`src/logic/ossd_pkg.sv`:
```
// Purpose: shared constants for the output stage diagnostics link
// Assumes: 100 MHz system clock, 16-bit SPI mode 0 frames, MSB first
// Notes:   frame = addr(2) | cmd(2) | data(12); reply = status word
package ossd_pkg;
  // ---------------------------------------------------------------
  // clock and timing
  // ---------------------------------------------------------------
  localparam int CLK_FREQ_HZ   = 100_000_000;
  localparam int CLK_PERIOD_NS = 10;
  localparam int BLANK_TIME_NS = 10_000;  // switch-on blanking time
  localparam int FILT_TIME_NS  = 5_000;   // fault glitch filter time
  localparam int SPI_MAX_BAUD  = 2_000_000;
  // least times round up
  localparam int BLANK_CYC = (BLANK_TIME_NS + CLK_PERIOD_NS - 1)
                             / CLK_PERIOD_NS;
  localparam int FILT_CYC  = (FILT_TIME_NS + CLK_PERIOD_NS - 1)
                             / CLK_PERIOD_NS;
  // half serial clock period, rounded up so the rate never exceeds max
  localparam int HALF_CYC  = (CLK_FREQ_HZ + 2 * SPI_MAX_BAUD - 1)
                             / (2 * SPI_MAX_BAUD);

  // ---------------------------------------------------------------
  // frame layout
  // ---------------------------------------------------------------
  localparam int NSTAGE     = 2;
  localparam int FRAME_BITS = 16;
  localparam int ADDR_W     = 2;
  localparam int CMD_W      = 2;
  localparam int DATA_W     = 12;
  localparam int ADDR_LSB   = 14;
  localparam int CMD_LSB    = 12;
  localparam int NDEV       = 4;
  localparam logic [4:0] FRAME_LAST = 5'h0f;

  typedef enum logic [CMD_W-1:0] {
    OSSD_CMD_STATUS = 2'h0,   // read status only
    OSSD_CMD_SRST   = 2'h1,   // soft reset, enables the stages
    OSSD_CMD_CFG    = 2'h2,   // data[1:0] = open-load diag disable
    OSSD_CMD_CLEAR  = 2'h3    // read status, then clear fault flags
  } ossd_cmd_e;

  // ---------------------------------------------------------------
  // status word and fault vector
  // ---------------------------------------------------------------
  localparam int ST_EN_BIT  = 13;
  localparam int ST_OLD_LSB = 11;
  localparam int ST_FLT_LSB = 0;
  localparam int NFLT       = 3;   // faults per stage
  localparam int F_OL       = 0;
  localparam int F_SCG      = 1;
  localparam int F_SCB      = 2;
endpackage

```
`src/logic/ossd_if.sv`:
```
// Purpose: SPI carrier between host controller and the stage device
// Assumes: one device end and one host end per instance
// Notes:   a released data-out line reads high on the wire
`timescale 1ns/100ps
interface ossd_if;
  logic sck;
  logic ss_n;
  logic mosi;
  logic miso;
  logic miso_oe;
  logic miso_line;

  // wire level of the shared data-out line, idle high when released
  assign miso_line = miso_oe ? miso : 1'b1;

  modport dev  (input sck, ss_n, mosi, output miso, miso_oe);
  modport host (output sck, ss_n, mosi, input miso_line);
endinterface

```
`src/logic/ossd_dev.sv`:
```
// Purpose: two open-drain stage controllers with diagnostics, SPI slave
// Assumes: all pins and comparator inputs asynchronous to i_ref_clk
// Notes:   faults are sticky until a clear or soft reset command
`timescale 1ns/100ps
module ossd_dev
  import ossd_pkg::*;
#(
  parameter logic [ossd_pkg::ADDR_W-1:0] DEV_ADDR = 2'h0,
  parameter int BLANK_N = ossd_pkg::BLANK_CYC,
  parameter int FILT_N  = ossd_pkg::FILT_CYC
) (
  // clock and chip reset
  input  wire logic                       i_ref_clk,
  input  wire logic                       i_arst_n,
  // stage inputs, high = stage off
  input  wire logic [ossd_pkg::NSTAGE-1:0] i_stage_input,
  // analog comparators per stage
  input  wire logic [ossd_pkg::NSTAGE-1:0] i_scb_cmp,
  input  wire logic [ossd_pkg::NSTAGE-1:0] i_scg_cmp,
  input  wire logic [ossd_pkg::NSTAGE-1:0] i_ol_cmp,
  // stage drive and diagnostic current
  output logic [ossd_pkg::NSTAGE-1:0]      o_stage_output,
  output logic [ossd_pkg::NSTAGE-1:0]      o_diag_cur_en,
  // fault flags and enable state
  output logic [ossd_pkg::NSTAGE-1:0]      o_battery_short_fault,
  output logic [ossd_pkg::NSTAGE-1:0]      o_ground_short_fault,
  output logic [ossd_pkg::NSTAGE-1:0]      o_open_load_fault,
  output logic                             o_stages_enabled,
  // serial link
  ossd_if.dev                              spi
);
  import ossd_pkg::*;

  // ---------------------------------------------------------------
  // parameter checks
  // ---------------------------------------------------------------
  if (BLANK_N < 1 || FILT_N < 1) begin : g_bad_par
    $error("ossd_dev: blanking and filter counts must be at least 1");
  end

  localparam int BW  = $clog2(BLANK_N + 1);
  localparam int FW  = $clog2(FILT_N + 1);
  localparam int SYW = 4 * NSTAGE + 3;
  localparam logic [BW-1:0] BLANK_END = BW'(BLANK_N);
  localparam logic [FW-1:0] FILT_END  = FW'(FILT_N - 1);
  // stage inputs and select idle high, the rest low
  localparam logic [SYW-1:0] SY_RST = {{NSTAGE{1'b1}},
                                       {(3 * NSTAGE){1'b0}}, 3'b010};

  // ---------------------------------------------------------------
  // input synchronisers
  // ---------------------------------------------------------------
  logic [SYW-1:0]    raw;
  logic [SYW-1:0]    sy1_q;
  logic [SYW-1:0]    sy2_q;
  logic [NSTAGE-1:0] in_s, scb_s, scg_s, ol_s;
  logic              sck_s, ss_n_s, mosi_s;

  assign raw = {i_stage_input, i_scb_cmp, i_scg_cmp, i_ol_cmp,
                spi.sck, spi.ss_n, spi.mosi};

  // reset to idle levels so a floating input reads as off
  always_ff @(posedge i_ref_clk or negedge i_arst_n) begin
    if (!i_arst_n) begin
      sy1_q <= SY_RST;
      sy2_q <= SY_RST;
    end else begin
      sy1_q <= raw;
      sy2_q <= sy1_q;
    end
  end

  assign {in_s, scb_s, scg_s, ol_s, sck_s, ss_n_s, mosi_s} = sy2_q;

  // ---------------------------------------------------------------
  // link edge detection
  // ---------------------------------------------------------------
  logic sck_d_q;
  logic ss_n_d_q;
  logic sck_rise, sck_fall, ss_fall, ss_rise;

  // the device never makes a clock, it only follows the host's
  always_ff @(posedge i_ref_clk or negedge i_arst_n) begin
    if (!i_arst_n) begin
      sck_d_q  <= 1'b0;
      ss_n_d_q <= 1'b1;
    end else begin
      sck_d_q  <= sck_s;
      ss_n_d_q <= ss_n_s;
    end
  end

  assign sck_rise = sck_s & ~sck_d_q;
  assign sck_fall = ~sck_s & sck_d_q;
  assign ss_fall  = ~ss_n_s & ss_n_d_q;
  assign ss_rise  = ss_n_s & ~ss_n_d_q;

  // ---------------------------------------------------------------
  // frame engine, mode 0: sample on rise, shift out on fall
  // ---------------------------------------------------------------
  typedef enum logic {OSSD_IDLE, OSSD_SHIFT} ossd_dst_e;
  ossd_dst_e             st_q;
  logic [4:0]            cnt_q;
  logic [FRAME_BITS-1:0] rx_q;
  logic [FRAME_BITS-1:0] tx_q;
  logic                  addr_ok_q;
  logic                  frame_ok;
  logic [CMD_W-1:0]      cmd;
  logic [FRAME_BITS-1:0] status;
  logic                  enabled_q;
  logic [NSTAGE-1:0]     ol_dis_q;
  logic [NSTAGE*NFLT-1:0] flag_q;
  logic [NSTAGE*NFLT-1:0] flag_vis;

  // state follows the select line
  always_ff @(posedge i_ref_clk or negedge i_arst_n) begin
    if (!i_arst_n) begin
      st_q <= OSSD_IDLE;
    end else begin
      case (st_q)
        OSSD_IDLE:  if (ss_fall) st_q <= OSSD_SHIFT;
        OSSD_SHIFT: if (ss_rise) st_q <= OSSD_IDLE;
        default:    st_q <= OSSD_IDLE;
      endcase
    end
  end

  // bit counter stops one past a full frame, so a long frame is refused
  // at select release instead of aliasing to sixteen
  always_ff @(posedge i_ref_clk or negedge i_arst_n) begin
    if (!i_arst_n) begin
      cnt_q <= 5'h00;
    end else if (ss_fall) begin
      cnt_q <= 5'h00;
    end else if (st_q == OSSD_SHIFT && sck_rise
                 && cnt_q <= FRAME_LAST + 5'h01) begin
      cnt_q <= cnt_q + 5'h01;
    end
  end

  // receive shift register
  always_ff @(posedge i_ref_clk or negedge i_arst_n) begin
    if (!i_arst_n) begin
      rx_q <= '0;
    end else if (st_q == OSSD_SHIFT && sck_rise) begin
      rx_q <= {rx_q[FRAME_BITS-2:0], mosi_s};
    end
  end

  // address latched after the second bit, only own frames act
  always_ff @(posedge i_ref_clk or negedge i_arst_n) begin
    if (!i_arst_n) begin
      addr_ok_q <= 1'b0;
    end else if (ss_fall || st_q == OSSD_IDLE) begin
      addr_ok_q <= 1'b0;
    end else if (sck_rise && cnt_q == 5'(ADDR_W - 1)) begin
      addr_ok_q <= ({rx_q[ADDR_W-2:0], mosi_s} == DEV_ADDR);
    end
  end

  // status snapshot taken at select fall, bits above address slot zero
  always_comb begin
    status = '0;
    status[ST_EN_BIT] = enabled_q;
    status[ST_OLD_LSB +: NSTAGE] = ol_dis_q;
    status[ST_FLT_LSB +: NSTAGE*NFLT] = flag_vis;
  end

  // transmit shift register
  always_ff @(posedge i_ref_clk or negedge i_arst_n) begin
    if (!i_arst_n) begin
      tx_q <= '0;
    end else if (ss_fall) begin
      tx_q <= status;
    end else if (st_q == OSSD_SHIFT && sck_fall) begin
      tx_q <= {tx_q[FRAME_BITS-2:0], 1'b0};
    end
  end

  // driven only while selected and addressed; idle in reset
  assign spi.miso    = tx_q[FRAME_BITS-1];
  assign spi.miso_oe = (st_q == OSSD_SHIFT) & addr_ok_q & ~ss_n_s;

  // a frame counts only with exactly sixteen bits
  assign frame_ok = ss_rise & (st_q == OSSD_SHIFT) & addr_ok_q
                    & (cnt_q == FRAME_LAST + 5'h01);
  assign cmd      = rx_q[CMD_LSB +: CMD_W];

  // ---------------------------------------------------------------
  // command effects
  // ---------------------------------------------------------------
  // chip reset disables; only the soft reset command enables
  always_ff @(posedge i_ref_clk or negedge i_arst_n) begin
    if (!i_arst_n) begin
      enabled_q <= 1'b0;
    end else if (frame_ok && cmd == OSSD_CMD_SRST) begin
      enabled_q <= 1'b1;
    end
  end

  // per-stage open-load diagnosis disable
  always_ff @(posedge i_ref_clk or negedge i_arst_n) begin
    if (!i_arst_n) begin
      ol_dis_q <= '0;
    end else if (frame_ok && cmd == OSSD_CMD_SRST) begin
      ol_dis_q <= '0;
    end else if (frame_ok && cmd == OSSD_CMD_CFG) begin
      ol_dis_q <= rx_q[NSTAGE-1:0];
    end
  end

  logic flag_clr;
  assign flag_clr = frame_ok & (cmd == OSSD_CMD_CLEAR ||
                                cmd == OSSD_CMD_SRST);

  // ---------------------------------------------------------------
  // stages: drive, blanking, fault filters
  // ---------------------------------------------------------------
  logic [NSTAGE-1:0]      on_q;
  logic [NSTAGE*NFLT-1:0] cond;

  for (genvar i = 0; i < NSTAGE; i++) begin : g_stage
    logic [BW-1:0] blank_q;
    logic          blank_done;

    // inverting: low input turns on; off in reset, before soft
    // reset, and after a latched battery short
    always_ff @(posedge i_ref_clk or negedge i_arst_n) begin
      if (!i_arst_n) begin
        on_q[i] <= 1'b0;
      end else begin
        on_q[i] <= enabled_q & ~in_s[i]
                   & ~flag_q[i*NFLT+F_SCB];
      end
    end

    // blanking counter restarts on every switch-on
    always_ff @(posedge i_ref_clk or negedge i_arst_n) begin
      if (!i_arst_n) begin
        blank_q <= '0;
      end else if (!on_q[i]) begin
        blank_q <= '0;
      end else if (blank_q != BLANK_END) begin
        blank_q <= blank_q + BW'(1);
      end
    end
    assign blank_done = (blank_q == BLANK_END);

    // open/ground only while off, battery short only while on
    assign cond[i*NFLT+F_SCB] = on_q[i] & blank_done & scb_s[i];
    assign cond[i*NFLT+F_SCG] = ~on_q[i] & scg_s[i];
    assign cond[i*NFLT+F_OL]  = ~on_q[i] & ~ol_dis_q[i] & ol_s[i];

    // no diagnostic current when disabled or while driving
    always_ff @(posedge i_ref_clk or negedge i_arst_n) begin
      if (!i_arst_n) begin
        o_diag_cur_en[i] <= 1'b0;
      end else begin
        o_diag_cur_en[i] <= ~ol_dis_q[i] & ~on_q[i];
      end
    end

    assign o_battery_short_fault[i] = flag_q[i*NFLT+F_SCB];
    assign o_ground_short_fault[i]  = flag_q[i*NFLT+F_SCG];
    assign o_open_load_fault[i]     = flag_vis[i*NFLT+F_OL];
  end

  // glitch filters: condition must hold FILT_N cycles in a row
  for (genvar j = 0; j < NSTAGE*NFLT; j++) begin : g_filt
    logic [FW-1:0] fc_q;
    logic          hit;
    assign hit = cond[j] & (fc_q == FILT_END);

    always_ff @(posedge i_ref_clk or negedge i_arst_n) begin
      if (!i_arst_n) begin
        fc_q <= '0;
      end else if (!cond[j]) begin
        fc_q <= '0;
      end else if (fc_q != FILT_END) begin
        fc_q <= fc_q + FW'(1);
      end
    end

    // sticky flag; a new hit beats a clear in the same cycle
    always_ff @(posedge i_ref_clk or negedge i_arst_n) begin
      if (!i_arst_n) begin
        flag_q[j] <= 1'b0;
      end else begin
        flag_q[j] <= hit | (flag_q[j] & ~flag_clr);
      end
    end
  end

  // open-load indication suppressed while its diagnosis is off
  always_comb begin
    flag_vis = flag_q;
    for (int k = 0; k < NSTAGE; k++) begin
      flag_vis[k*NFLT+F_OL] = flag_q[k*NFLT+F_OL] & ~ol_dis_q[k];
    end
  end

  assign o_stage_output   = on_q;
  assign o_stages_enabled = enabled_q;
endmodule

```
`src/flat_wrapper.sv`:
```
// flat-port wrapper written by rule: the top's interface ports become plain ports
module ossd_dev_flat import ossd_pkg::*;
#(
  parameter logic [ossd_pkg::ADDR_W-1:0] DEV_ADDR = 2'h0,
  parameter int BLANK_N = ossd_pkg::BLANK_CYC,
  parameter int FILT_N  = ossd_pkg::FILT_CYC
)
  (i_ref_clk, i_arst_n, i_stage_input, i_scb_cmp, i_scg_cmp, i_ol_cmp, o_stage_output, o_diag_cur_en, o_battery_short_fault, o_ground_short_fault, o_open_load_fault, o_stages_enabled, spi_sck, spi_ss_n, spi_mosi, spi_miso, spi_miso_oe);
  ossd_if spi_i ();
  input  wire logic i_ref_clk;
  input  wire logic i_arst_n;
  input  wire logic [ossd_pkg::NSTAGE-1:0] i_stage_input;
  input  wire logic [ossd_pkg::NSTAGE-1:0] i_scb_cmp;
  input  wire logic [ossd_pkg::NSTAGE-1:0] i_scg_cmp;
  input  wire logic [ossd_pkg::NSTAGE-1:0] i_ol_cmp;
  output logic [ossd_pkg::NSTAGE-1:0] o_stage_output;
  output logic [ossd_pkg::NSTAGE-1:0] o_diag_cur_en;
  output logic [ossd_pkg::NSTAGE-1:0] o_battery_short_fault;
  output logic [ossd_pkg::NSTAGE-1:0] o_ground_short_fault;
  output logic [ossd_pkg::NSTAGE-1:0] o_open_load_fault;
  output logic o_stages_enabled;
  input wire logic [$bits(spi_i.sck)-1:0] spi_sck;
  input wire logic [$bits(spi_i.ss_n)-1:0] spi_ss_n;
  input wire logic [$bits(spi_i.mosi)-1:0] spi_mosi;
  output wire logic [$bits(spi_i.miso)-1:0] spi_miso;
  output wire logic [$bits(spi_i.miso_oe)-1:0] spi_miso_oe;
  assign spi_i.sck = spi_sck;
  assign spi_i.ss_n = spi_ss_n;
  assign spi_i.mosi = spi_mosi;
  assign spi_miso = spi_i.miso;
  assign spi_miso_oe = spi_i.miso_oe;
  ossd_dev #(.DEV_ADDR(DEV_ADDR), .BLANK_N(BLANK_N), .FILT_N(FILT_N)) u_core (.i_ref_clk(i_ref_clk), .i_arst_n(i_arst_n), .i_stage_input(i_stage_input), .i_scb_cmp(i_scb_cmp), .i_scg_cmp(i_scg_cmp), .i_ol_cmp(i_ol_cmp), .o_stage_output(o_stage_output), .o_diag_cur_en(o_diag_cur_en), .o_battery_short_fault(o_battery_short_fault), .o_ground_short_fault(o_ground_short_fault), .o_open_load_fault(o_open_load_fault), .o_stages_enabled(o_stages_enabled), .spi(spi_i));
endmodule
```
`config.mk`:
```
export PLATFORM = sky130hd
export DESIGN_NAME = ossd_dev_flat
export DESIGN_NICKNAME = d
export VERILOG_FILES = /design/src/logic/ossd_pkg.sv /design/src/logic/ossd_if.sv /design/src/logic/ossd_dev.sv /design/src/flat_wrapper.sv
export SDC_FILE = /design/constraint.sdc
export NUM_CORES = 1
export LEC_CHECK = 0
export BUFFER_PORTS_ARGS = -buffer_cell sky130_fd_sc_hd__buf_2
export CAP_MARGIN = 0
export CELL_PAD_IN_SITES_DETAIL_PLACEMENT = 0
export CELL_PAD_IN_SITES_GLOBAL_PLACEMENT = 1
export CORE_MARGIN = 5
export CORE_UTILIZATION = 53
export DETAILED_ROUTE_END_ITERATION = 6
export GPL_TIMING_DRIVEN = 0
export PLACE_DENSITY = 0.92
export SLEW_MARGIN = 20
export SYNTH_ARGS = -nofsm -noshare
export SYNTH_HDL_FRONTEND = slang
export SYNTH_SLANG_ARGS = --single-unit
```
`constraint.sdc`:
```
create_clock -name i_ref_clk -period 3.7 [get_ports i_ref_clk]
set_input_delay 0.74 -clock i_ref_clk [delete_from_list [all_inputs] [get_ports i_ref_clk]]
set_output_delay 0.74 -clock i_ref_clk [all_outputs]
set_load 0.1 [all_outputs]
```
==> results summary <==
The CTS tree is done. Summed over all instances, the cell type with the most area after synthesis is sky130_fd_sc_hd__dfrtp_1. The relative area change from synthesis to final layout came out at 14.8%.

In the synthesized netlist the async set-or-reset flop fraction comes to 100%. Power spread over the standard cell area amounts to 483 mW/mm2. The number of post-CTS setup repair buffers is 0. The commonest non-fill, non-tap cell in the layout is sky130_fd_sc_hd__dfrtp_1.

The worst hold path belongs to the class in -> async. The area of the mapped netlist is 0.00668 mm2. STA classifies the critical path startpoint as a flop. The number of cells on the worst reg-to-reg path is 5. The number of port buffers is 25. Total power for the finished layout comes to 3710 uW.

In the synthesized netlist, the number of instances is 632. The number of inserted diodes came out at 0. In this run, the number of DRC markers left after iteration 0 of detailed routing was 416. The type of element capturing the critical path is an output port.

STA puts the critical path data arrival time at 1.60 ns. The count of pins over their slew limit came to 0. The endpoint of the most critical setup path is o_open_load_fault[1]. The overall die area came out at 0.0149 mm2. The number of gates resized after CTS was 0. The standby leakage power came out at 0.00317 uW.

The tool flagged a number of max-cap violations equal to 0. The clock skew after layout came out at 0.00556 ns. The total clock sinks came out at 148.

The synthesized flop and latch total is 148. The worst path in the final design needs a cycle of 2.34 ns, including I/O delays and setup. Derived from the worst setup path, the maximum achievable clock frequency is 427 MHz. Entering global routing, the biggest net connects 76 pins.

The maximum level of the CTS H-tree is 4. The total CTS buffers is 17. The worst setup path is of the reg -> out kind. Of all nets on the critical path, the largest fanout is 5. The fill cell instance count of the final layout came out at 995. The site row count came out at 41.

The count of final hold-check violations came out at 0. The net count after synthesis is 658. The final weighted congestion in routability-driven placement is 0.799.

The wire length after detailed routing came out at 12900 um. The synthesized area divided by synthesized cell count is 10.6 um2. The initial core utilization came out at 53.6%. In this run the worst setup path begins at u_core.ol_dis_q[1]. The critical path required time is 2.96 ns. The count of unique library cells instantiated by Yosys came out at 54. The register area share after synthesis is 55.6%. After clock tree synthesis, the clock-pin slew on the worst setup and hold paths is 0.06 ns.

The I/O pin total came out at 26. The final routed DRC violation total is 0. In the synthesized netlist the dominant register cell turns out to be sky130_fd_sc_hd__dfrtp_1. The first-pass GRT wire length came out at 22700 um. The endpoint identified for the worst register-to-register timing path is u_core.o_ground_short_fault[1]. The flow ran to the end, and the final reports show no timing, DRC or antenna violations. Dividing the detail-routed via count by the number of cells gives 5.82.

Once detailed placement completed, the half-perimeter wirelength came to 8510 um. From bottom edge to top edge, the die measures 122 um. The maximum buffer depth of the clock tree came out at 2. The startpoint of the lowest-slack register-to-register path is u_core.cnt_q[1]. Yosys attributes the largest share of cell area to sky130_fd_sc_hd__dfrtp_1 53%, sky130_fd_sc_hd__a21oi_1 4.1%, sky130_fd_sc_hd__nand2_1 4.0%. The global routing usage summed across all routing layers is 19.1%. The Yosys step of the flow raised 0 warnings. The normalized max-slew margin came out at 63.0%. The die span in x came out at 122 um. The number of global-route vias before repair is 5071. The total iterations of the first detailed-routing run is 5.

The layout cell share with drive strength beyond 1 came out at 14.5%. The fraction of post-synthesis cell area in the top cell type by area is 52.8%. The worst-case IR drop observed on VDD is 364 uV. Setup repair after global routing left no endpoint under its margin. The clock network latency to the later pin of the worst-skew pair came out at 0.42 ns. The number of flops mapped to enable cells by yosys came out at 0. The count of hold-fix buffers inserted at cts is 0. The share of the clock period used by the worst path came out at 63.2%. The register-to-register setup slack came out at 1.74 ns. On the final layout, the worst hold slack is 0.290 ns. In the final routed layout, each cell accounts on average for 14.9 um. The region available for standard cell placement spans 0.0125 mm2. In this run the remaining antenna-violating nets after routing total 0.

The tree is rooted in a sky130_fd_sc_hd__clkbuf_16. Leaving out fill and tap cells, the most frequent cells in the layout are 141 x sky130_fd_sc_hd__dfrtp_1, 72 x sky130_fd_sc_hd__nand2_1, 55 x sky130_fd_sc_hd__a21oi_1. The pin slew with the least headroom to its limit came out at 0.556 ns. The aggregate global routing overflow came out at 0. The number of antenna violations at the first check in global routing is 0. The detailed-route via count is 5019. Setup violations remaining at the end of the flow were counted as 0. The net count reported at finish is 703.
-- final cells by class --
type / count / area, um2 / area share, %
repair buffers: 26 / 163 / 2.12
clock inverters: 13 / 158 / 2.06
multi-input cells: 446 / 2790 / 36.4
plain buffers: 19 / 109 / 1.42
well taps: 172 / 215 / 2.81
clock buffers: 19 / 453 / 5.91
flip-flops and latches: 148 / 3710 / 48.4
inverters: 19 / 71.3 / 0.930
-- per-stage QoR --
stage	TNS [ns]	cell area (um2)	setup WS (ns)	instances	util, %
after floorplan	0	6680	1.19	632	-
after global placement	-23.24	7020	-0.178	829	56.3
after detailed placement	0	7060	1.71	830	56.6
after CTS	0	7670	1.33	862	61.5
after global routing	0	7670	1.27	862	61.5
final	0	7670	1.36	862	61.5
-- report_power, final --
group	switching, uW	total (uW)	leakage [uW]	internal [uW]
Combinational	110	195	0.000926	84.5
Clock	657	1750	0.000291	1090
Sequential	57.0	1760	0.00195	1710
-- critical path: stages (launching register included) --
cell and delay, ns:
sky130_fd_sc_hd__dfrtp_1 0.45, sky130_fd_sc_hd__nor2b_1 0.26, sky130_fd_sc_hd__buf_2 0.48
-- cells by family (layout without fill, tap and decap cells) --
kind of cell    after synthesis  count (layout)  synth area share, %
flops                       148             148                 55.6
xor+xnor                     17              17                 2.23
fa+ha+maj                    14              14                 2.58
compound gates              136             136                 12.0
simple gates                260             260                 21.8
mux                          19              19                 3.11
buf+inv                      38              96                 2.70
-- how the worst min path moves through the flow --
stage | end | cells past startpoint | startpoint | slack (ns)
after CTS | u_core.sy2_q[8] | 1 | i_arst_n | 0.31
after detailed placement | u_core.sy2_q[5] | 0 | u_core.sy1_q[5] | 0.34
after floorplan | u_core.sy2_q[0] | 0 | u_core.sy1_q[0] | 0.33
final | u_core.g_stage[1].blank_q[5] | 1 | i_arst_n | 0.29
after global placement | u_core.sy2_q[5] | 0 | u_core.sy1_q[5] | 0.33
after global routing | u_core.g_stage[1].blank_q[5] | 1 | i_arst_n | 0.33
-- routing by layer --
layer  share of wire, %  vias to the layer above  track usage (%)
li1                   -                     2401                -
met1                 46                     2504             24.1
met2                 48                       89             31.0
met3                3.7                       25             4.38
met4                2.8                        0             9.52
met5                  0                        -                0
-- cells in the mapped netlist, drive strengths merged, types with 3 or more instances --
cell,n
a211o,3
a21boi,5
a21oi,55
a31oi,11
and3,4
and4,8
buf,12
clkbuf,7
dfrtp,141
dfstp,7
ha,13
inv,17
mux2,14
mux2i,5
nand2,72
nand2b,9
nand3,34
nand3b,4
nand4,14
nand4b,3
nand4bb,5
nor2,30
nor2b,7
nor3,13
nor3b,5
nor4,5
nor4bb,5
o21ai,37
o2bb2ai,5
o31ai,11
or3,25
or4,12
xnor2,4
xor2,13
-- state kept, by name (all words and copies together) (netlist names), 5 cells and up --
register	cells
u_core.tx_q	16
u_core.g_stage.blank_q	20
u_core.sy2_q	11
u_core.cnt_q	5
u_core.g_filt.fc_q	54
u_core.sy1_q	11
u_core.rx_q	14
Power figures use the tool's default switching activity.
